===== config.mk =====
export PLATFORM = sky130hd
export DESIGN_NAME = tlv_irq_ctrl
export DESIGN_NICKNAME = d
export VERILOG_FILES = /design/src/rtl/tlv_pkg.sv /design/src/rtl/tlv_irq_ctrl.sv /design/src/rtl/tlv_pick.sv /design/src/rtl/tlv_regs.sv
export SDC_FILE = /design/constraint.sdc
export NUM_CORES = 1
export LEC_CHECK = 0
export ABC_CLOCK_PERIOD_IN_PS = 4400
export BUFFER_PORTS_ARGS = -buffer_cell sky130_fd_sc_hd__buf_2
export CAP_MARGIN = 20
export CORE_ASPECT_RATIO = 1.25
export CORE_MARGIN = 3
export CORE_UTILIZATION = 35
export DETAILED_ROUTE_END_ITERATION = 8
export PLACE_DENSITY_LB_ADDON = 0.3
export SLEW_MARGIN = 20
export SYNTH_ARGS = -nofsm -noshare
export SYNTH_HDL_FRONTEND = slang
export SYNTH_SLANG_ARGS = --single-unit

===== constraint.sdc =====
create_clock -name clk -period 4.4 [get_ports clk]
set_clock_uncertainty 0.2 [all_clocks]
set_input_delay 0.44 -clock clk [delete_from_list [all_inputs] [get_ports clk]]
set_output_delay 0.44 -clock clk [all_outputs]
set_load 0.01 [all_outputs]

===== src/rtl/tlv_pkg.sv =====
package tlv_pkg;

    localparam int NSRC = 11;

    localparam logic [7:0] ADDR_ENABLE = 8'ha8;
    localparam logic [7:0] ADDR_LEVEL = 8'hb8;
    localparam logic [7:0] ADDR_SECONDARY = 8'ha9;

    localparam logic [7:0] RST_ENABLE = 8'h00;
    localparam logic [7:0] RST_LEVEL = 8'h00;
    localparam logic [7:0] RST_SECONDARY = 8'ha0;

    localparam logic [7:0] LEVEL_RD_MASK = 8'h7f;

    // bit address = {byte_addr[7:3], bit}; only the two words on an 8-aligned address take bit operations
    localparam logic [4:0] BITBLK_ENABLE = 5'h15;
    localparam logic [4:0] BITBLK_LEVEL = 5'h17;

    localparam int BIT_GLOBAL_EN = 7;
    localparam int BIT_CONV = 6;
    localparam int BIT_TMR2 = 5;
    localparam int BIT_UART = 4;
    localparam int BIT_TMR1 = 3;
    localparam int BIT_EXT1 = 2;
    localparam int BIT_TMR0 = 1;
    localparam int BIT_EXT0 = 0;

    localparam int BIT_INTERVAL_LVL = 6;
    localparam int BIT_SUPPLY_LVL = 5;
    localparam int BIT_SERIAL_LVL = 4;
    localparam int BIT_INTERVAL_EN = 2;
    localparam int BIT_SUPPLY_EN = 1;
    localparam int BIT_SERIAL_EN = 0;

    // source index is the polling rank, 0 first
    localparam int SRC_SUPPLY = 0;
    localparam int SRC_WDOG = 1;
    localparam int SRC_EXT0 = 2;
    localparam int SRC_CONV = 3;
    localparam int SRC_TMR0 = 4;
    localparam int SRC_EXT1 = 5;
    localparam int SRC_TMR1 = 6;
    localparam int SRC_SERIAL = 7;
    localparam int SRC_UART = 8;
    localparam int SRC_TMR2 = 9;
    localparam int SRC_INTERVAL = 10;

    // the watchdog has neither enable nor level bit; only the global enable gates it, and it is always high level
    localparam logic WDOG_LEVEL = 1'b1;

    localparam logic [15:0] VEC_SUPPLY = 16'h0043;
    localparam logic [15:0] VEC_WDOG = 16'h005b;
    localparam logic [15:0] VEC_EXT0 = 16'h0003;
    localparam logic [15:0] VEC_CONV = 16'h0033;
    localparam logic [15:0] VEC_TMR0 = 16'h000b;
    localparam logic [15:0] VEC_EXT1 = 16'h0013;
    localparam logic [15:0] VEC_TMR1 = 16'h001b;
    localparam logic [15:0] VEC_SERIAL = 16'h003b;
    localparam logic [15:0] VEC_UART = 16'h0023;
    localparam logic [15:0] VEC_TMR2 = 16'h002b;
    localparam logic [15:0] VEC_INTERVAL = 16'h0053;

    typedef enum logic [1:0] {
        TLV_IDLE = 2'b00,
        TLV_PUSH = 2'b01,
        TLV_LOAD = 2'b10
    } tlv_state_e;

endpackage


===== src/rtl/tlv_irq_ctrl.sv =====
`timescale 1ns/1ps
`default_nettype none
module tlv_irq_ctrl
    import tlv_pkg::*;
(
    input wire logic clk,
    input wire logic rst_n,
    input wire logic [7:0] sfr_addr,
    input wire logic sfr_wr,
    input wire logic sfr_rd,
    input wire logic [7:0] sfr_wdata,
    input wire logic [7:0] bit_addr,
    input wire logic bit_wr,
    input wire logic bit_wdata,
    output logic [7:0] sfr_rdata,
    input wire logic supply_monitor_request,
    input wire logic watchdog_request,
    input wire logic ext0_request,
    input wire logic converter_request,
    input wire logic timer0_overflow_request,
    input wire logic ext1_request,
    input wire logic timer1_overflow_request,
    input wire logic serial_if_request,
    input wire logic uart_request,
    input wire logic timer2_request,
    input wire logic interval_request,
    input wire logic cpu_boundary,
    input wire logic cpu_reti,
    output logic push_pc,
    output logic load_pc,
    output logic [15:0] pc_vector,
    output logic [NSRC-1:0] src_ack,
    output logic active_hi,
    output logic active_lo
);
    localparam int IW = 4;

    logic [7:0] enable_reg, level_reg, secondary_reg;
    logic [NSRC-1:0] req, en, lvl, elig_hi, elig_lo;
    logic found_hi, found_lo;
    logic [IW-1:0] idx_hi, idx_lo;

    tlv_state_e state, next_state;
    logic [IW-1:0] sel_idx, next_sel_idx;
    logic sel_hi, next_sel_hi;
    logic next_push_pc, next_load_pc, next_active_hi, next_active_lo;
    logic take;
    logic [15:0] next_pc_vector, vec_of_sel;
    logic [NSRC-1:0] next_src_ack;

    tlv_regs u_regs (
        .clk(clk),
        .rst_n(rst_n),
        .sfr_addr(sfr_addr),
        .sfr_wr(sfr_wr),
        .sfr_rd(sfr_rd),
        .sfr_wdata(sfr_wdata),
        .bit_addr(bit_addr),
        .bit_wr(bit_wr),
        .bit_wdata(bit_wdata),
        .sfr_rdata(sfr_rdata),
        .enable_reg(enable_reg),
        .interrupt_priority_select(level_reg),
        .secondary_irq_enable_priority(secondary_reg)
    );

    // sources packed by polling rank; watchdog sits at rank 1, just ahead of ext0 at rank 2
    always_comb begin
        req = '0;
        req[SRC_SUPPLY] = supply_monitor_request;
        req[SRC_WDOG] = watchdog_request;
        req[SRC_EXT0] = ext0_request;
        req[SRC_CONV] = converter_request;
        req[SRC_TMR0] = timer0_overflow_request;
        req[SRC_EXT1] = ext1_request;
        req[SRC_TMR1] = timer1_overflow_request;
        req[SRC_SERIAL] = serial_if_request;
        req[SRC_UART] = uart_request;
        req[SRC_TMR2] = timer2_request;
        req[SRC_INTERVAL] = interval_request;
    end

    always_comb begin
        en = '0;
        lvl = '0;
        en[SRC_SUPPLY] = secondary_reg[BIT_SUPPLY_EN];
        en[SRC_SERIAL] = secondary_reg[BIT_SERIAL_EN];
        en[SRC_INTERVAL] = secondary_reg[BIT_INTERVAL_EN];
        en[SRC_WDOG] = 1'b1;
        en[SRC_EXT0] = enable_reg[BIT_EXT0];
        en[SRC_TMR0] = enable_reg[BIT_TMR0];
        en[SRC_EXT1] = enable_reg[BIT_EXT1];
        en[SRC_TMR1] = enable_reg[BIT_TMR1];
        en[SRC_UART] = enable_reg[BIT_UART];
        en[SRC_TMR2] = enable_reg[BIT_TMR2];
        en[SRC_CONV] = enable_reg[BIT_CONV];
        lvl[SRC_SUPPLY] = secondary_reg[BIT_SUPPLY_LVL];
        lvl[SRC_SERIAL] = secondary_reg[BIT_SERIAL_LVL];
        lvl[SRC_INTERVAL] = secondary_reg[BIT_INTERVAL_LVL];
        lvl[SRC_WDOG] = WDOG_LEVEL;
        lvl[SRC_EXT0] = level_reg[BIT_EXT0];
        lvl[SRC_TMR0] = level_reg[BIT_TMR0];
        lvl[SRC_EXT1] = level_reg[BIT_EXT1];
        lvl[SRC_TMR1] = level_reg[BIT_TMR1];
        lvl[SRC_UART] = level_reg[BIT_UART];
        lvl[SRC_TMR2] = level_reg[BIT_TMR2];
        lvl[SRC_CONV] = level_reg[BIT_CONV];
    end

    // a high routine in service blocks both levels; a low routine blocks only low
    always_comb begin
        elig_hi = '0;
        elig_lo = '0;
        if (enable_reg[BIT_GLOBAL_EN]) begin
            if (!active_hi) begin
                elig_hi = req & en & lvl;
            end
            if (!active_hi && !active_lo) begin
                elig_lo = req & en & ~lvl;
            end
        end
    end

    tlv_pick #(.N(NSRC), .IW(IW)) u_pick_hi (
        .req(elig_hi),
        .found(found_hi),
        .idx(idx_hi)
    );

    tlv_pick #(.N(NSRC), .IW(IW)) u_pick_lo (
        .req(elig_lo),
        .found(found_lo),
        .idx(idx_lo)
    );

    always_comb begin
        case (sel_idx)
            4'h0: vec_of_sel = VEC_SUPPLY;
            4'h1: vec_of_sel = VEC_WDOG;
            4'h2: vec_of_sel = VEC_EXT0;
            4'h3: vec_of_sel = VEC_CONV;
            4'h4: vec_of_sel = VEC_TMR0;
            4'h5: vec_of_sel = VEC_EXT1;
            4'h6: vec_of_sel = VEC_TMR1;
            4'h7: vec_of_sel = VEC_SERIAL;
            4'h8: vec_of_sel = VEC_UART;
            4'h9: vec_of_sel = VEC_TMR2;
            4'ha: vec_of_sel = VEC_INTERVAL;
            default: vec_of_sel = 16'h0000;
        endcase
    end

    // a take needs an instruction boundary and an idle sequencer
    assign take = (state == TLV_IDLE) && cpu_boundary && (found_hi || found_lo);

    // arbitration is frozen from the take until the vector load, so the push and load refer to one source
    always_comb begin
        next_state = state;
        next_sel_idx = sel_idx;
        next_sel_hi = sel_hi;
        case (state)
            TLV_IDLE: begin
                if (take) begin
                    next_state = TLV_PUSH;
                    next_sel_hi = found_hi;
                    next_sel_idx = found_hi ? idx_hi : idx_lo;
                end
            end
            TLV_PUSH: begin
                next_state = TLV_LOAD;
            end
            TLV_LOAD: begin
                next_state = TLV_IDLE;
            end
            default: begin
                next_state = TLV_IDLE;
            end
        endcase
    end

    always_ff @(posedge clk or negedge rst_n) begin
        if (!rst_n) begin
            state <= TLV_IDLE;
            sel_idx <= '0;
            sel_hi <= 1'b0;
        end else begin
            state <= next_state;
            sel_idx <= next_sel_idx;
            sel_hi <= next_sel_hi;
        end
    end

    // the push leads the load by one cycle, so the old count is stacked before the jump
    always_comb begin
        next_push_pc = 1'b0;
        next_load_pc = 1'b0;
        next_pc_vector = pc_vector;
        next_src_ack = '0;
        if (take) begin
            next_push_pc = 1'b1;
        end
        if (state == TLV_PUSH) begin
            next_load_pc = 1'b1;
            next_pc_vector = vec_of_sel;
            next_src_ack[sel_idx] = 1'b1;
        end
    end

    always_ff @(posedge clk or negedge rst_n) begin
        if (!rst_n) begin
            push_pc <= 1'b0;
            load_pc <= 1'b0;
            pc_vector <= 16'h0000;
            src_ack <= '0;
        end else begin
            push_pc <= next_push_pc;
            load_pc <= next_load_pc;
            pc_vector <= next_pc_vector;
            src_ack <= next_src_ack;
        end
    end

    // entering service wins over a return seen in the same cycle
    always_comb begin
        next_active_hi = active_hi;
        next_active_lo = active_lo;
        if (cpu_reti) begin
            if (active_hi) begin
                next_active_hi = 1'b0;
            end else begin
                next_active_lo = 1'b0;
            end
        end
        if (state == TLV_LOAD) begin
            if (sel_hi) begin
                next_active_hi = 1'b1;
            end else begin
                next_active_lo = 1'b1;
            end
        end
    end

    always_ff @(posedge clk or negedge rst_n) begin
        if (!rst_n) begin
            active_hi <= 1'b0;
            active_lo <= 1'b0;
        end else begin
            active_hi <= next_active_hi;
            active_lo <= next_active_lo;
        end
    end
endmodule
`default_nettype wire


===== src/rtl/tlv_pick.sv =====
`timescale 1ns/1ps
`default_nettype none
module tlv_pick
    import tlv_pkg::*;
#(
    parameter int N = NSRC,
    parameter int IW = 4
) (
    input wire logic [N-1:0] req,
    output logic found,
    output logic [IW-1:0] idx
);
    logic [N:0] seen;
    logic [N-1:0] grant;

    assign seen[0] = 1'b0;

    // lowest index wins: fixed polling order within one level
    genvar g;
    generate
        for (g = 0; g < N; g++) begin : g_rank
            assign grant[g] = req[g] & ~seen[g];
            assign seen[g+1] = seen[g] | req[g];
        end
    endgenerate

    assign found = seen[N];

    always_comb begin
        idx = '0;
        for (int i = 0; i < N; i++) begin
            if (grant[i]) begin
                idx = IW'(i);
            end
        end
    end
endmodule
`default_nettype wire


===== src/rtl/tlv_regs.sv =====
`timescale 1ns/1ps
`default_nettype none
module tlv_regs
    import tlv_pkg::*;
(
    input wire logic clk,
    input wire logic rst_n,
    input wire logic [7:0] sfr_addr,
    input wire logic sfr_wr,
    input wire logic sfr_rd,
    input wire logic [7:0] sfr_wdata,
    input wire logic [7:0] bit_addr,
    input wire logic bit_wr,
    input wire logic bit_wdata,
    output logic [7:0] sfr_rdata,
    output logic [7:0] enable_reg,
    output logic [7:0] interrupt_priority_select,
    output logic [7:0] secondary_irq_enable_priority
);
    logic [7:0] next_enable, next_level, next_secondary, next_rdata;

    always_comb begin
        next_enable = enable_reg;
        next_level = interrupt_priority_select;
        next_secondary = secondary_irq_enable_priority;
        next_rdata = sfr_rdata;
        if (sfr_wr) begin
            case (sfr_addr)
                ADDR_ENABLE: next_enable = sfr_wdata;
                ADDR_LEVEL: next_level = sfr_wdata;
                ADDR_SECONDARY: next_secondary = sfr_wdata;
                default: ;
            endcase
        end
        // no bit address decodes to the secondary word, so bit instructions never touch it
        if (bit_wr) begin
            if (bit_addr[7:3] == BITBLK_ENABLE) begin
                next_enable[bit_addr[2:0]] = bit_wdata;
            end else if (bit_addr[7:3] == BITBLK_LEVEL) begin
                next_level[bit_addr[2:0]] = bit_wdata;
            end
        end
        if (sfr_rd) begin
            case (sfr_addr)
                ADDR_ENABLE: next_rdata = enable_reg;
                ADDR_LEVEL: next_rdata = interrupt_priority_select & LEVEL_RD_MASK;
                ADDR_SECONDARY: next_rdata = secondary_irq_enable_priority;
                default: next_rdata = 8'h00;
            endcase
        end
    end

    always_ff @(posedge clk or negedge rst_n) begin
        if (!rst_n) begin
            enable_reg <= RST_ENABLE;
            interrupt_priority_select <= RST_LEVEL;
            secondary_irq_enable_priority <= RST_SECONDARY;
            sfr_rdata <= 8'h00;
        end else begin
            enable_reg <= next_enable;
            interrupt_priority_select <= next_level;
            secondary_irq_enable_priority <= next_secondary;
            sfr_rdata <= next_rdata;
        end
    end
endmodule
`default_nettype wire


**Word-level counts from Yosys, hierarchy flattened**

Memories as Yosys holds them, arrays and structs flattened. A register that Yosys moved wholly into a read port is not among the register bits.
Index checks and enable logic that the tools add are counted.

- Register bits after elaboration: 70
- Memories kept: 1
- ROM bits: 96

Memories:

| memory | depth | width | read ports | clocked after Yosys merged registers in | wr ports | line | text |
|---|---|---|---|---|---|---|---|
| (no name shown) | 16 | 6 | 1 | 1 | 0 | tlv_irq_ctrl.sv:137 | `case (sel_idx)` |

- Order comparisons: 4
- Bitwise gates (word level): 64
- Muxes and demuxes: 53
- Reduce and logical (&&, ||, !) cells: 12
- Equal/unequal tests: 8

Operator list:

| operator | number |
|---|---|
| 4-bit 2-to-1 mux | 19 |
| 8-bit 2-to-1 mux | 9 |
| 11-bit 2-to-1 mux | 5 |
| 11-bit AND | 3 |
| 8-bit == test (second input constant) | 3 |
| 8-bit case mux with 3 select lines | 1 |
| 1-bit AND | 20 |
| 1-bit inverter | 20 |
| 1-bit OR | 20 |
| 8-bit bitwise mux | 2 |
| 1-bit 2-to-1 mux | 13 |
| 11-bit inverter | 1 |
| 5-bit == test (second input constant) | 2 |
| 1-bit logical AND | 5 |
| 4-bit by 5-bit less-than comparator with 1-bit output (second input constant) | 1 |
| 1-bit demux with 4-bit select | 1 |
| 4-bit by 1-bit >= comparator with 1-bit output (second input constant) | 1 |
| 3-bit by 4-bit less-than comparator with 1-bit output (second input constant) | 1 |
| 2-bit case mux with 2 select lines | 1 |
| 2-bit AND reduction | 2 |
| 1-bit demux with 3-bit select | 1 |
| 3-bit by 1-bit >= comparator with 1-bit output (second input constant) | 1 |
| 1-bit logical NOT | 3 |
| 2-bit by 1-bit == test with 1-bit output (second input constant) | 1 |
| 5 further kinds | 5 |

**Longest topological paths before layout**

Gate-level depths: netlist of run 1.

- Depth after elaboration: 18
- Gate-level depth with buffers: 7
- Gate-level depth less buffers: 6

**Hierarchy**

Synthesis of run 1 repeated with hierarchy kept, for this count alone.

- Cells, all modules: 364
- Area total of the unflattened synthesis: 3507.1 um^2

Modules (own cells, without submodules):

| module | area an instance (um^2) | cells an instance | sequential area each (um^2) | times used |
|---|---|---|---|---|
| tlv_regs | 1893.1 | 184 | 803.3 | 1 |
| tlv_irq_ctrl | 1371.3 | 140 | 675.6 | 1 |
| tlv_pick | 121.4 | 20 | 0.0 | 2 |

**Worst setup path before layout of run 1**

Ideal clock, no wire load.

- Path type: register to register
- From: register active_hi
- To: register sel_idx[0]
- Stages on the path, launching flop included: 8
- Path buffers: 1
- Data arrival time: 1.994 ns
- Period minus slack after synthesis: 2.318 ns
- Library setup time: 0.125 ns
- Path slack: 2.082 ns
- Cell sequence: dfrtp_1 -> or3b_1 -> buf_2 -> or3_4 -> nand2_1 -> nor3_1 -> a21oi_4 -> mux2_2

- Word-level cells in the longest chain between the ends: 17
- Elaborated cells on any way between the ends: 90
- Those cells by class: mux (25); bitwise (60); reduce/logical (5)

RTL lines:

| element | line | text |
|---|---|---|
| from (decl) | tlv_irq_ctrl.sv:33 | `output logic active_hi,` |
| from (signal assigned) | tlv_irq_ctrl.sv:248 | `active_hi <= next_active_hi;` |
| 1-bit logical NOT | tlv_irq_ctrl.sv:118 | `if (!active_hi && !active_lo) begin` |
| 1-bit logical AND | tlv_irq_ctrl.sv:118 |  |
| 11-bit 2-to-1 mux | tlv_irq_ctrl.sv:118 |  |
| 11-bit 2-to-1 mux | tlv_irq_ctrl.sv:114 | `if (enable_reg[BIT_GLOBAL_EN]) begin` |
| 1-bit inverter / 1-bit OR (equally long branches) | tlv_pick.sv:22, tlv_pick.sv:23 |  |
| 1-bit AND, or another cell as far along | tlv_pick.sv:22 | `assign grant[g] = req[g] & ~seen[g];` |
| 1-bit 2-to-1 mux, or another cell as far along | tlv_pick.sv:32 | `if (grant[i]) begin` |
| 4-bit 2-to-1 mux, or another cell as far along (8 in a row) | tlv_pick.sv:32 |  |
| 4-bit 2-to-1 mux / 1-bit logical AND (equally long branches) | tlv_pick.sv:32, tlv_irq_ctrl.sv:154 |  |
| 4-bit 2-to-1 mux / 2-bit AND reduction (equally long branches) | - |  |
| to (signal assigned) | tlv_irq_ctrl.sv:188 | `sel_idx <= next_sel_idx;` |
| to (decl) | tlv_irq_ctrl.sv:44 | `logic [IW-1:0] sel_idx, next_sel_idx;` |

Parallel ways exist; a longest one is shown, timed or not.
A chain may end at the register's enable or synchronous reset.

**Final worst setup path of run 1**

Same ends and word-level chain as after synthesis.

==> summary by stage, run 1 <==
Timing
The shortest period the worst path allows is ~2.4 ns. In the final timing run, aggregate negative setup slack is 0 ns. The worst slew margin relative to its limit is 0.520. The final worst-path setup slack is 1.97 ns. The number of slew-limit violations in the final report is 0.

Setup repair after global routing left no endpoint under its margin. The final hold violation count came to 0. The highest clock frequency the design can meet is between 0.4 and 0.5 GHz. The number of failing setup endpoints in the final timing report is 0. Of the available clock period, the critical path in the final layout requires 0.553. The pin slew with the least headroom to its limit is about 0.72 ns.

Clock network
Once the clock tree was built, the resizer swapped 0 gates to a different size. No sink is reached through more buffers than the 2 on the longest clock path. Once the clock tree was built, the setup fixing pass inserted 0 buffers.

The clock insertion delay at the later pin of the skew report is 0.34 ns. The clock tree from TritonCTS is done. The CTS root buffer is sky130_fd_sc_hd__clkbuf_8. The number of clock sinks is between 50 and 60.

The clock tree synthesis step divided the H-tree into 3 levels. The TritonCTS buffer count is 9. Clock-pin slew was measured on the worst setup and hold paths at around 0.06 ns. After clock tree synthesis, the flow added hold-fix buffers numbering 0.

Floorplanning
The vertical extent of the die is ~110 um. The floorplan step defined a die boundary enclosing about 10000 um2. Measured along the x axis, the die boundary spans approximately 91 um. The boundary pin count is 82. The effective utilization at floorplan is 0.360. The total area inside the core boundary comes to 8750 um2.

In this run the core area contains 38 standard-cell rows.

Layout
The filler cell count is 928. The number of flip-flops in the largest register is 11. Relative to the synthesized area, the layout overhead comes to 19.8%. The register with the most flip-flops in the final layout is src_ack. With fillers left out, the area of the finished cells amounts to 3780 um2. The sequential cells in the finished layout cover a total of ~1500 um2.

The final core area utilization is 0.432. The count of nets after finishing is approximately 450. The number of inserted diodes is 0. In the final layout, the multi-input gates occupy between 1500 and 2000 um2. Of the cells placed in the final design, the portion with a size suffix greater than 1 is 0.266.

Drt
The DRC violation count after routing is 0. The number of violations reported at the end of detailed-routing iteration 0 is roughly 100. Summed over all layers, the routed wires come to 7.96 mm. The final route contains approximately 2700 vias. The per-cell routed wire length is about 15 um. The via-per-instance ratio is around 5.0.

The antenna violation net count after detailed routing is 0. The number of iterations in the first detailed-routing pass is 4.

Synthesis
Of the synthesized area, sequential elements account for 0.461. The post-synthesis average cell area is 9.32 um2. Synthesis instantiated 52 different standard cells from the library. The number of warning messages in the yosys log is 0. The share of the synthesized area in the top cell type is 0.445. Of all cell types, the one taking the most synthesized area is sky130_fd_sc_hd__dfrtp_1. The synthesized flop and latch total is 58. By instance count, the leading cell after synthesis is sky130_fd_sc_hd__dfrtp_1. By area the synthesized netlist is led by sky130_fd_sc_hd__dfrtp_1 (44%), sky130_fd_sc_hd__mux2_2 (5.4%), sky130_fd_sc_hd__mux2i_1 (5.1%), sky130_fd_sc_hd__a21oi_1 (4.9%), sky130_fd_sc_hd__nor2_1 (3.8%). The top flip-flop cell by instance count after synthesis is sky130_fd_sc_hd__dfrtp_1.

After synthesis, the most frequently instantiated cells are sky130_fd_sc_hd__dfrtp_1 (56), sky130_fd_sc_hd__nor2_1 (32), sky130_fd_sc_hd__a21oi_1 (31). The mapped netlist covers approximately 3200 um2. Synthesis handed over a netlist of 338 instances. The synthesized design contains 0 enable-type register cells. The post-synthesis async set-or-reset flop share is 1.00.

Place
After detailed placement, the total cell area comes to 3560 um2. The congestion estimate from routability-driven global placement came to about 0.9. The wire-length estimate of the detail-placed layout is 6.23 mm.

Before CTS, the worst setup slack after placement is roughly 1.9 ns. Port buffering added 71 buffers.

Worst hold path
The tightest min-delay check is of the input pin to asynchronous set/reset pin type.

Setup path
STA classifies the critical path startpoint as a flop. The setup path with the least slack is of type flop to flop. The data required time at the worst endpoint is 4.42 ns. The critical path ends at sel_idx[0]. The worst register-to-register path has a setup slack of slightly below 2 ns. The worst endpoint data arrival time is roughly 2.5 ns. The capture instance of the worst register-to-register path is sel_idx[0]. For the worst flop-to-flop path, the logic depth is 6.

The capturing element type of the critical path is a flop. In this run the worst path has a maximum fanout of 7. The launch instance of the worst register-to-register path is active_hi. The critical path starts at active_hi.

GRT
Across every metal layer, demand over resource in global routing totals 0.158. The pin count of the biggest net entering global routing is just under 60. The first global-routing pass estimated approximately 13 mm of wire.

Summed over all layers, the global routing overflow is 0. The number of global-route vias before repair is 2604. The number of antenna violations at the first check in global routing is 0.

Power and ir drop
The maximum resistive drop on vdd is roughly 0.17 mV. The leakage dissipation is between 1.5 and 2 nW. The design draws ~1.4 mW. The power per unit of standard cell area is about 380 nW/um2.

Job
The tool flagged a number of max-cap violations equal to 0.

Run status
The run finished with clean final reports.
-- worst min path at each step --
| stage | start | endpoint | slack [ns] | cells after the start |
|---|---|---|---|---|
| floorplan | rst_n | active_hi | -0.06 | 0 |
| detailed placement | pc_vector[4] | pc_vector[4] | 0.27 | 2 |
| global route | rst_n | u_regs.sfr_rdata[7] | 0.11 | 2 |
| global placement | pc_vector[3] | pc_vector[3] | 0.25 | 2 |
| finish | rst_n | u_regs.sfr_rdata[7] | 0.04 | 2 |
| CTS | rst_n | src_ack[8] | 0.07 | 2 |
-- stage by stage --
step | hold slack (ns) | instances
final | 0.0435 | 530
after global routing | 0.110 | 530
after CTS | 0.0697 | 530
after detailed placement | 0.266 | 514
after global placement | 0.253 | 514
after floorplan | -0.0556 | 347
-- critical path, cell delays in order, from the launching register on --
cell	delay [ns]
sky130_fd_sc_hd__dfrtp_1	0.42
sky130_fd_sc_hd__or3b_1	0.52
sky130_fd_sc_hd__or3_4	0.39
sky130_fd_sc_hd__nand2_1	0.11
sky130_fd_sc_hd__nor3_1	0.11
sky130_fd_sc_hd__a21oi_4	0.22
sky130_fd_sc_hd__mux2_2	0.35
-- per-layer routing --
layer,track usage,vias up,routed length [um]
li1,-,1327,-
met1,0.187,1246,3450
met2,0.277,69,4010
met3,0.0255,15,267
met4,0.0775,0,230
met5,0,-,0
-- area by class of cell --
class / count / share of cell area
multi-input combinational: 250 / 0.408
sequential: 58 / 0.385
timing repair buffer: 72 / 0.0961
tap: 120 / 0.0397
clock buffer: 9 / 0.0328
clock inverter: 7 / 0.0248
inverter: 14 / 0.0139
-- cells in the final DEF, fill, tap and decap left out, drive strengths merged, types with 7 or more instances in the layout --
cell type	synthesis	layout
buf	15	72
nor2b	10	10
nand3	15	15
a21oi	32	32
inv	14	14
o22ai	7	7
clkbuf	10	9
o21ai	13	13
nand2	27	27
nor3	11	11
mux2i	16	16
mux2	16	16
conb	1	10
dfrtp	56	56
nor2	32	32
-- power breakdown --
| group | switching, mW | leakage [nW] | internal [mW] |
|---|---|---|---|
| registers | 0.0601 | 0.784 | 0.591 |
| logic | 0.148 | 0.941 | 0.111 |
| clock network | 0.218 | 0.105 | 0.317 |
-- logic make-up (layout without fill, tap and decap cells) --
family                 after synthesis  after routing  share of synthesized area
and+or+nand+nor                    127            127                      0.205
AOI/OAI and AO/OA                   81             81                      0.163
DFF                                 58             58                      0.461
buffers and inverters               39            102                     0.0607
muxes                               32             32                      0.109
other                                1             10                    0.00119
Power figures use the tool's default switching activity.
==> inputs of run 2 (changes only) <==
--- a/config.mk
+++ b/config.mk
@@ -5,7 +5,8 @@
 export SDC_FILE = /design/constraint.sdc
 export NUM_CORES = 1
 export LEC_CHECK = 0
-export ABC_CLOCK_PERIOD_IN_PS = 4400
+export ABC_AREA = 1
+export ABC_CLOCK_PERIOD_IN_PS = 2350
 export BUFFER_PORTS_ARGS = -buffer_cell sky130_fd_sc_hd__buf_2
 export CAP_MARGIN = 20
 export CORE_ASPECT_RATIO = 1.25
==> constraint.sdc (replaced) <==
create_clock -name clk -period 2.35 [get_ports clk]
set_clock_uncertainty 0.2 [all_clocks]
set_input_delay 0.235 -clock clk [delete_from_list [all_inputs] [get_ports clk]]
set_output_delay 0.235 -clock clk [all_outputs]
set_load 0.01 [all_outputs]
==> summary by stage, run 2 <==
Layout
Counting the fill cells in the layout gives between 900 and 1000. Summing all flip-flop and latch instances after layout gives around 1500 um2. The number of flip-flops in the largest register is 11.

After the last flow step, the layout net total stands at ~600. The number of antenna diodes in the final layout is 0. The share of post-route cells with drive strength above 1 is 0.219. The final core area utilization is 0.456. The finished layout holds 675 standard cells, fillers aside. Leaving out fill and tap cells, the most frequent cell in the layout is sky130_fd_sc_hd__nand2_1. Counting flops per register, the top entry is src_ack. The multi-input combinational cells in the finished layout cover a total of approximately 1600 um2. The top cell types in the final layout, fill and taps aside, are sky130_fd_sc_hd__nand2_1 (127), sky130_fd_sc_hd__buf_2 (71), sky130_fd_sc_hd__inv_1 (62). The area growth from synthesis to layout is 25.3%.

Power and ir drop
Internal power comes to 2.11 mW. Summing internal, switching and leakage power gives between 3 and 4 mW. The net switching power is between 0.9 and 1 mW. The share of total power dissipated in combinational logic is 0.211.

Of the total power, the share spent switching nets is 0.321. The proportion of power drawn by the clock network is 0.387. The analysis attributes to cell leakage a power of approximately 2.2 nW. The maximum resistive drop on vdd is about 0.43 mV. The portion of total power attributed to sequential cells is 0.402. The power per unit of standard cell area is around 740 nW/um2.

Floorplanning
The floorplan step set the die width to approximately 94 um. The core region is 9270 um2. The floorplan has 39 rows. 82 I/O pins were placed. The area of the die is roughly 11000 um2. The effective utilization at floorplan is 0.364.

The vertical extent of the die is 116 um.

Setup path
Counting cells, the worst reg-to-reg path comes to 12. The largest fanout on the critical path is 7. The capture instance of the worst register-to-register path is sel_idx[1]. The worst register-to-register path has a setup slack of about 0.36 ns. The worst endpoint data arrival time is approximately 2 ns. The data required time at the worst endpoint is ~2.4 ns.

The worst setup path is launched from a flop. The capturing element type of the critical path is a flop. The start-to-end type of the worst setup path is flop to flop.

The most critical setup path has its startpoint at u_regs.secondary_irq_enable_priority[1]. The termination of the worst setup path is sel_idx[1]. The startpoint identified for the worst register-to-register timing path is u_regs.secondary_irq_enable_priority[1].

Clock network
The TritonCTS buffer count is 9. The number of clock sinks is 58. TritonCTS built the clock tree.

The clock insertion delay at the later pin of the skew report is about 0.33 ns. The number of gates resized after CTS was 0. The CTS root buffer is sky130_fd_sc_hd__clkbuf_16.

The maximum buffer depth of the clock tree is 2. The H-tree was split into 3 levels. After clock tree synthesis, the clock-pin slew on the worst setup and hold paths is 0.05 ns.

Synthesis
The share of the synthesized area in the top cell type is 0.415. The sequential area share after synthesis is 0.431. The most common cell in the netlist is sky130_fd_sc_hd__nand2_1. The count of mapped cells out of synthesis is ~460. The synthesized design contains 58 register bits. In this run, synthesis inferred 0 flip-flops with an integrated enable. The synthesized cell area is 3380 um2. In the post-synthesis netlist, the biggest area contributors are sky130_fd_sc_hd__dfrtp_1 (41%), sky130_fd_sc_hd__nand2_1 (14%), sky130_fd_sc_hd__inv_1 (6.9%), sky130_fd_sc_hd__o21ai_0 (6.7%), sky130_fd_sc_hd__nor2_1 (6.2%). The cell taking the most area after synthesis is sky130_fd_sc_hd__dfrtp_1. The post-synthesis async set-or-reset flop share is 1.00. The unique cell type count in the Yosys netlist is 40. The post-synthesis average cell area is around 7.4 um2. The top flip-flop cell by instance count after synthesis is sky130_fd_sc_hd__dfrtp_1. The number of warning messages in the yosys log is 0. The commonest cells after synthesis are sky130_fd_sc_hd__nand2_1 (127), sky130_fd_sc_hd__inv_1 (62), sky130_fd_sc_hd__dfrtp_1 (56), sky130_fd_sc_hd__nor2_1 (56), sky130_fd_sc_hd__o21ai_0 (45).

Place
Including well taps, the total number of placed cells is 648. The final weighted congestion in routability-driven placement is slightly below 0.9. During placement, the flow inserted port buffers numbering 71. Summed over all nets, the half-perimeter wirelength after detailed placement is just under 7 mm. The worst setup timing slack at the placement stage is 0.343 ns.

Timing
Setup repair after global routing left no endpoint under its margin. The worst slew margin relative to its limit is 0.591. Setup violations remaining at the end of the flow were counted as 0. Of the available clock period, the critical path in the final layout requires 0.847. The pin slew with the least headroom to its limit is approximately 0.61 ns. In the post-route analysis, the smallest setup slack over all paths is around 0.36 ns. The worst path needs approximately 2 ns of the cycle, external delays included. The final hold violation count came to 0. The highest clock frequency the design can meet is 0.502 GHz. In the final timing run, aggregate negative setup slack is 0 ns. The number of slew-limit violations in the final report is 0.

Worst hold path
The class of the tightest hold or removal check is input pin to flop.

Drt
The routed layout has around 3200 vias. After detailed routing, the number of vias per cell comes to 4.69. The count of nets left with antenna violations once routing finished came out at 0. For this block, the routed nets add up to 8.57 mm of wire. The per-cell routed wire length is roughly 13 um. The number of iterations in the first detailed-routing pass is 4. In the routed design, unresolved DRC markers number 0. The number of violations reported at the end of detailed-routing iteration 0 is ~150.

GRT
The pin count of the biggest net entering global routing is 31. The first global-routing pass estimated ~14 mm of wire. The number of antenna violations at the first check in global routing is 0. The number of global-route vias before repair came to roughly 3000. The total global routing track utilization is 0.170.

The sum of overflow across all layers after global routing is 0.

Run status
The flow ran to the end, and the final reports show no timing, DRC or antenna violations.

Job
The max-cap check violation count is 0.
-- run 2: changes by cell type after synthesis, moves of 15 or more --
cell and delta:
sky130_fd_sc_hd__nand2_1 +100, sky130_fd_sc_hd__mux2_2 -15, sky130_fd_sc_hd__o21ai_0 +32, sky130_fd_sc_hd__mux2i_1 -16, sky130_fd_sc_hd__inv_1 +48, sky130_fd_sc_hd__a21oi_1 -23, sky130_fd_sc_hd__nor2_1 +24
-- run 2: worst min path at each step --
stage                  from     endpoint  slack [ns]  cells past startpoint
6_report       cpu_boundary     state[0]        0.01                      3
5_1_grt        cpu_boundary     state[0]        0.02                      3
4_1_cts        cpu_boundary     state[0]       0.009                      3
3_5_place_dp          rst_n  src_ack[10]        0.09                      1
3_3_place_gp          rst_n   src_ack[2]        0.09                      1
2_1_floorplan         rst_n    active_hi       -0.26                      0
-- run 2: timing repair --
item	in CTS	in global routing
hold buffers	11	0
setup buffers	0	0
hold endpoints to repair	40	0
-- run 2: power groups by stage --
stage / clock network [mW] / registers [mW] / logic [mW]
floorplan: 0 / 1.25 / 0.450
finish: 1.21 / 1.25 / 0.656
CTS: 1.23 / 1.25 / 0.661
detailed placement: 0 / 1.27 / 0.646
global route: 1.30 / 1.27 / 0.745
global placement: 0 / 1.26 / 0.639
-- run 2: area by class of cell --
cell class                 count  area share
sequential                    58       0.344
clock inverter                 6     0.00976
timing repair buffer          89       0.122
clock buffer                  10      0.0565
multi-input combinational    324       0.374
tap                          123      0.0364
inverter                      65      0.0577
-- run 2: through the flow --
stage	hold slack (ns)	area, um2
2_1_floorplan	-0.261	3410
3_3_place_gp	0.0910	3840
3_5_place_dp	0.0854	3840
4_1_cts	0.00945	4230
5_1_grt	0.0214	4230
6_report	0.0112	4230
-- run 2: layer usage --
layer	wire length, um	GRT usage	part of all wire	vias up
met5	0	0	0	-
met4	321	0.0838	0.037	0
met3	454	0.0390	0.053	21
met2	4180	0.287	0.49	94
met1	3610	0.203	0.42	1417
li1	-	-	-	1632
-- run 2: worst max-delay path, cell delays in order (launching register included) --
cell,delay (ns)
sky130_fd_sc_hd__dfrtp_1,0.39
sky130_fd_sc_hd__nand2_1,0.06
sky130_fd_sc_hd__inv_1,0.07
sky130_fd_sc_hd__nand2_1,0.09
sky130_fd_sc_hd__nand2_1,0.09
sky130_fd_sc_hd__nand2_2,0.09
sky130_fd_sc_hd__nand2_2,0.09
sky130_fd_sc_hd__nor3_4,0.30
sky130_fd_sc_hd__nand4_4,0.17
sky130_fd_sc_hd__nor2_4,0.14
sky130_fd_sc_hd__nor2_2,0.07
sky130_fd_sc_hd__nand2_1,0.07
sky130_fd_sc_hd__nand2_1,0.04
-- run 2: kinds of logic (layout without fill, tap and decap cells) --
family,after synthesis,in the layout,synth area share
simple gates,236,236,0.321
buf+inv,83,170,0.112
compound gates,78,78,0.136
flops,58,58,0.431
other cells,1,10,0.00111
==> inputs of run 3 (changes only) <==
--- a/config.mk
+++ b/config.mk
@@ -6,7 +6,7 @@
 export NUM_CORES = 1
 export LEC_CHECK = 0
 export ABC_AREA = 1
-export ABC_CLOCK_PERIOD_IN_PS = 2350
+export ABC_CLOCK_PERIOD_IN_PS = 1900
 export BUFFER_PORTS_ARGS = -buffer_cell sky130_fd_sc_hd__buf_2
 export CAP_MARGIN = 20
 export CORE_ASPECT_RATIO = 1.25
==> constraint.sdc (replaced) <==
create_clock -name clk -period 1.9 [get_ports clk]
set_clock_uncertainty 0.2 [all_clocks]
set_input_delay 0.19 -clock clk [delete_from_list [all_inputs] [get_ports clk]]
set_output_delay 0.19 -clock clk [all_outputs]
set_load 0.01 [all_outputs]
==> summary by stage, run 3 (same netlist as run 2, synthesis figures left out) <==
Run status
The flow ran to the end, but the final reports show violations. The final reports fail on setup timing.

Place
The count of input and output buffers is 71. The half-perimeter wire length after detailed placement is 7.13 mm. In this run, placement finished with an instance count of approximately 670. The congestion estimate from routability-driven global placement came to about 0.94. The cell area after placement is roughly 4000 um2.

Clock network
CTS saw between 50 and 60 sinks. The maximum buffer depth of the clock tree is 2. The clock transition at the registers of the reported paths is 0.05 ns. TritonCTS built the clock tree.

The clock reaches the later pin of the worst-skew pair after around 0.32 ns. The CTS root buffer is sky130_fd_sc_hd__clkbuf_16. The number of levels in the clock H-tree is 3. The TritonCTS buffer count is 9.

Setup path
Data on the critical path is required at its endpoint by roughly 2 ns. Counting stages on the worst path, the most repeated cell is sky130_fd_sc_hd__nand2_2. In this run the worst path has a maximum fanout of 5. Traced cell by cell, the critical path runs through nand2_1 > inv_2 > nand2_2 > buf_6 > nand2_4 > nand2_4 > nand2_4 > nor3_4 > buf_4 > nand2_2 > nor2_1 > nor2_1 > nand2_1 > nand2_2 > nand2_2. The stage delay of the slowest cell on the critical path is between 0.3 and 0.4 ns.

The nature of the critical path startpoint is a flop. STA puts the critical path data arrival time at approximately 2 ns. The start-to-end type of the worst setup path is flop to flop. On the critical path, the stage with the largest delay is an instance of sky130_fd_sc_hd__dfrtp_1. The dominant delay contributor by cell family on the critical path is simple AND/OR/NAND/NOR gates. The worst setup path is captured at a flop. The sum of buffers and inverters on the critical path is 3.

Timing
The number of slew-limit violations in the final report is 0. Hold timing on the final database bottoms out at a slack of approximately 0.019 ns. The number of failing setup endpoints in the final timing report is 6. Static timing analysis puts the maximum clock frequency at 0.516 GHz. The shortest period the worst path allows is between 1.5 and 2 ns. In the finished design, the share of the clock period the worst path needs comes to 1.02. Setup repair after global routing could not meet its margin everywhere. The final hold violation count is 0. In the post-route analysis, the smallest setup slack over all paths is -0.0390 ns.

Layout
The number of inserted diodes is 0. The relative area change from synthesis to final layout is 40.6%. The register with the most flip-flops in the layout has 11 of them.

The footprint of the multi-input gates is ~1700 um2. The top cell types in the final layout, fill and taps aside, are sky130_fd_sc_hd__nand2_1 (116), sky130_fd_sc_hd__buf_2 (72), sky130_fd_sc_hd__inv_1 (61). The most common cell after layout, fill and taps aside is sky130_fd_sc_hd__nand2_1.

For this run, the share of the core covered by cells in the final layout is 0.512. The post-layout instance count excluding filler cells is a little over 700. Of the cells placed in the final design, the portion with a size suffix greater than 1 is 0.307. The register with the highest flop count is src_ack. The filler cell count is ~900.

The total non-filler cell area in the finished layout is 4750 um2. The final layout contains approximately 640 nets. The area of all sequential standard cells is ~1500 um2.

Drt
The via-per-instance ratio is between 4 and 5. The number of violations reported at the end of detailed-routing iteration 0 is roughly 150. The pre-antenna-repair detailed-routing pass consisted of 5 iterations. Summed over all layers, the routed wires come to slightly below 10 mm.

The per-cell routed wire length is 13.4 um. In this run the remaining antenna-violating nets after routing total 0. Across all layers, the routed design uses about 3400 vias.

In the routed design, unresolved DRC markers number 0.

GRT
The total global routing track utilization is 0.181. Entering global routing, the biggest net connects ~60 pins. The number of global-route vias before repair was between 3000 and 4000. Summed over all layers, the global routing overflow is 0. The number of antenna violations at the first check in global routing came to 0. The global-route wire length before repair is around 15 mm.

Floorplanning
The boundary pin count is 82. The area of the die is around 11000 um2. From bottom edge to top edge, the die measures ~120 um. The initial utilization of the core area, before any placement, comes to 0.364. From left edge to right edge, the die measures between 90 and 100 um. The floorplan core area is 9270 um2. In this run the core area contains 39 standard-cell rows.

Power and ir drop
For this design the ratio of total power to cell area is about 900 nW/um2. The design draws around 4.4 mW. For this design the static power due to leakage is 2.52 nW. The maximum resistive drop on vdd is roughly 0.50 mV.

Worst hold path
The class of the tightest hold or removal check is input pin to flop.

Job
The max-cap check violation count is 0.
## run 3: routing by layer
| layer | global-route usage | routed length [um] |
|---|---|---|
| met1 | 0.207 | 3870 |
| met2 | 0.325 | 5010 |
| met3 | 0.0312 | 513 |
| met4 | 0.0867 | 233 |
| met5 | 0 | 0 |
## run 3: metrics by stage
stage	TNS, ns	setup slack (ns)
after floorplan	0	0.0818
after global placement	0	0.0143
after detailed placement	-0.171	-0.0403
after CTS	0	0.00151
after global routing	-0.741	-0.177
final	-0.145	-0.0390
## run 3: power breakdown
| part | total (mW) | internal, mW | leakage (nW) | switching [mW] |
|---|---|---|---|---|
| logic | 1.04 | 0.429 | 1.61 | 0.613 |
| clock network | 1.82 | 1.28 | 0.160 | 0.544 |
| registers | 1.53 | 1.40 | 0.754 | 0.132 |
| total | 4.40 | 3.11 | 2.52 | 1.29 |
## run 3: layout make-up
class | count | area share
tap | 123 | 0.0324
timing repair buffer | 133 | 0.184
clock inverter | 5 | 0.0216
inverter | 65 | 0.0514
clock buffer | 11 | 0.0490
multi-input combinational | 325 | 0.355
sequential | 58 | 0.306
## run 3: path summary, 6_finish.rpt
path                                                    startpoint                                      end  slack (ns)  depth (start not counted)
min in group asynchronous                                    rst_n                               src_ack[8]        0.20                          3
max in group asynchronous                                    rst_n  u_regs.secondary_irq_enable_priority[7]        0.98                          3
hold reg to reg                                u_regs.sfr_rdata[3]                      u_regs.sfr_rdata[3]        0.28                          2
setup / recovery           u_regs.secondary_irq_enable_priority[1]                               sel_idx[0]       -0.04                         15
hold / removal                                           bit_wdata      u_regs.interrupt_priority_select[3]        0.02                          3
setup reg to reg           u_regs.secondary_irq_enable_priority[1]                               sel_idx[0]       -0.04                         15
## run 3: tightest hold or removal path, cell delays in order
cell and delay, ns:
sky130_fd_sc_hd__buf_2 0.17, sky130_fd_sc_hd__o21ai_0 0.11, sky130_fd_sc_hd__inv_1 0.05
## run 3: what timing repair did
action,in CTS,in global routing
hold buffers,12,0
pin swaps,14,22
cloned,0,2
hold endpoints to repair,74,0
setup buffers,12,7
resized for setup,11,23
endpoints found under the setup margin,5,7
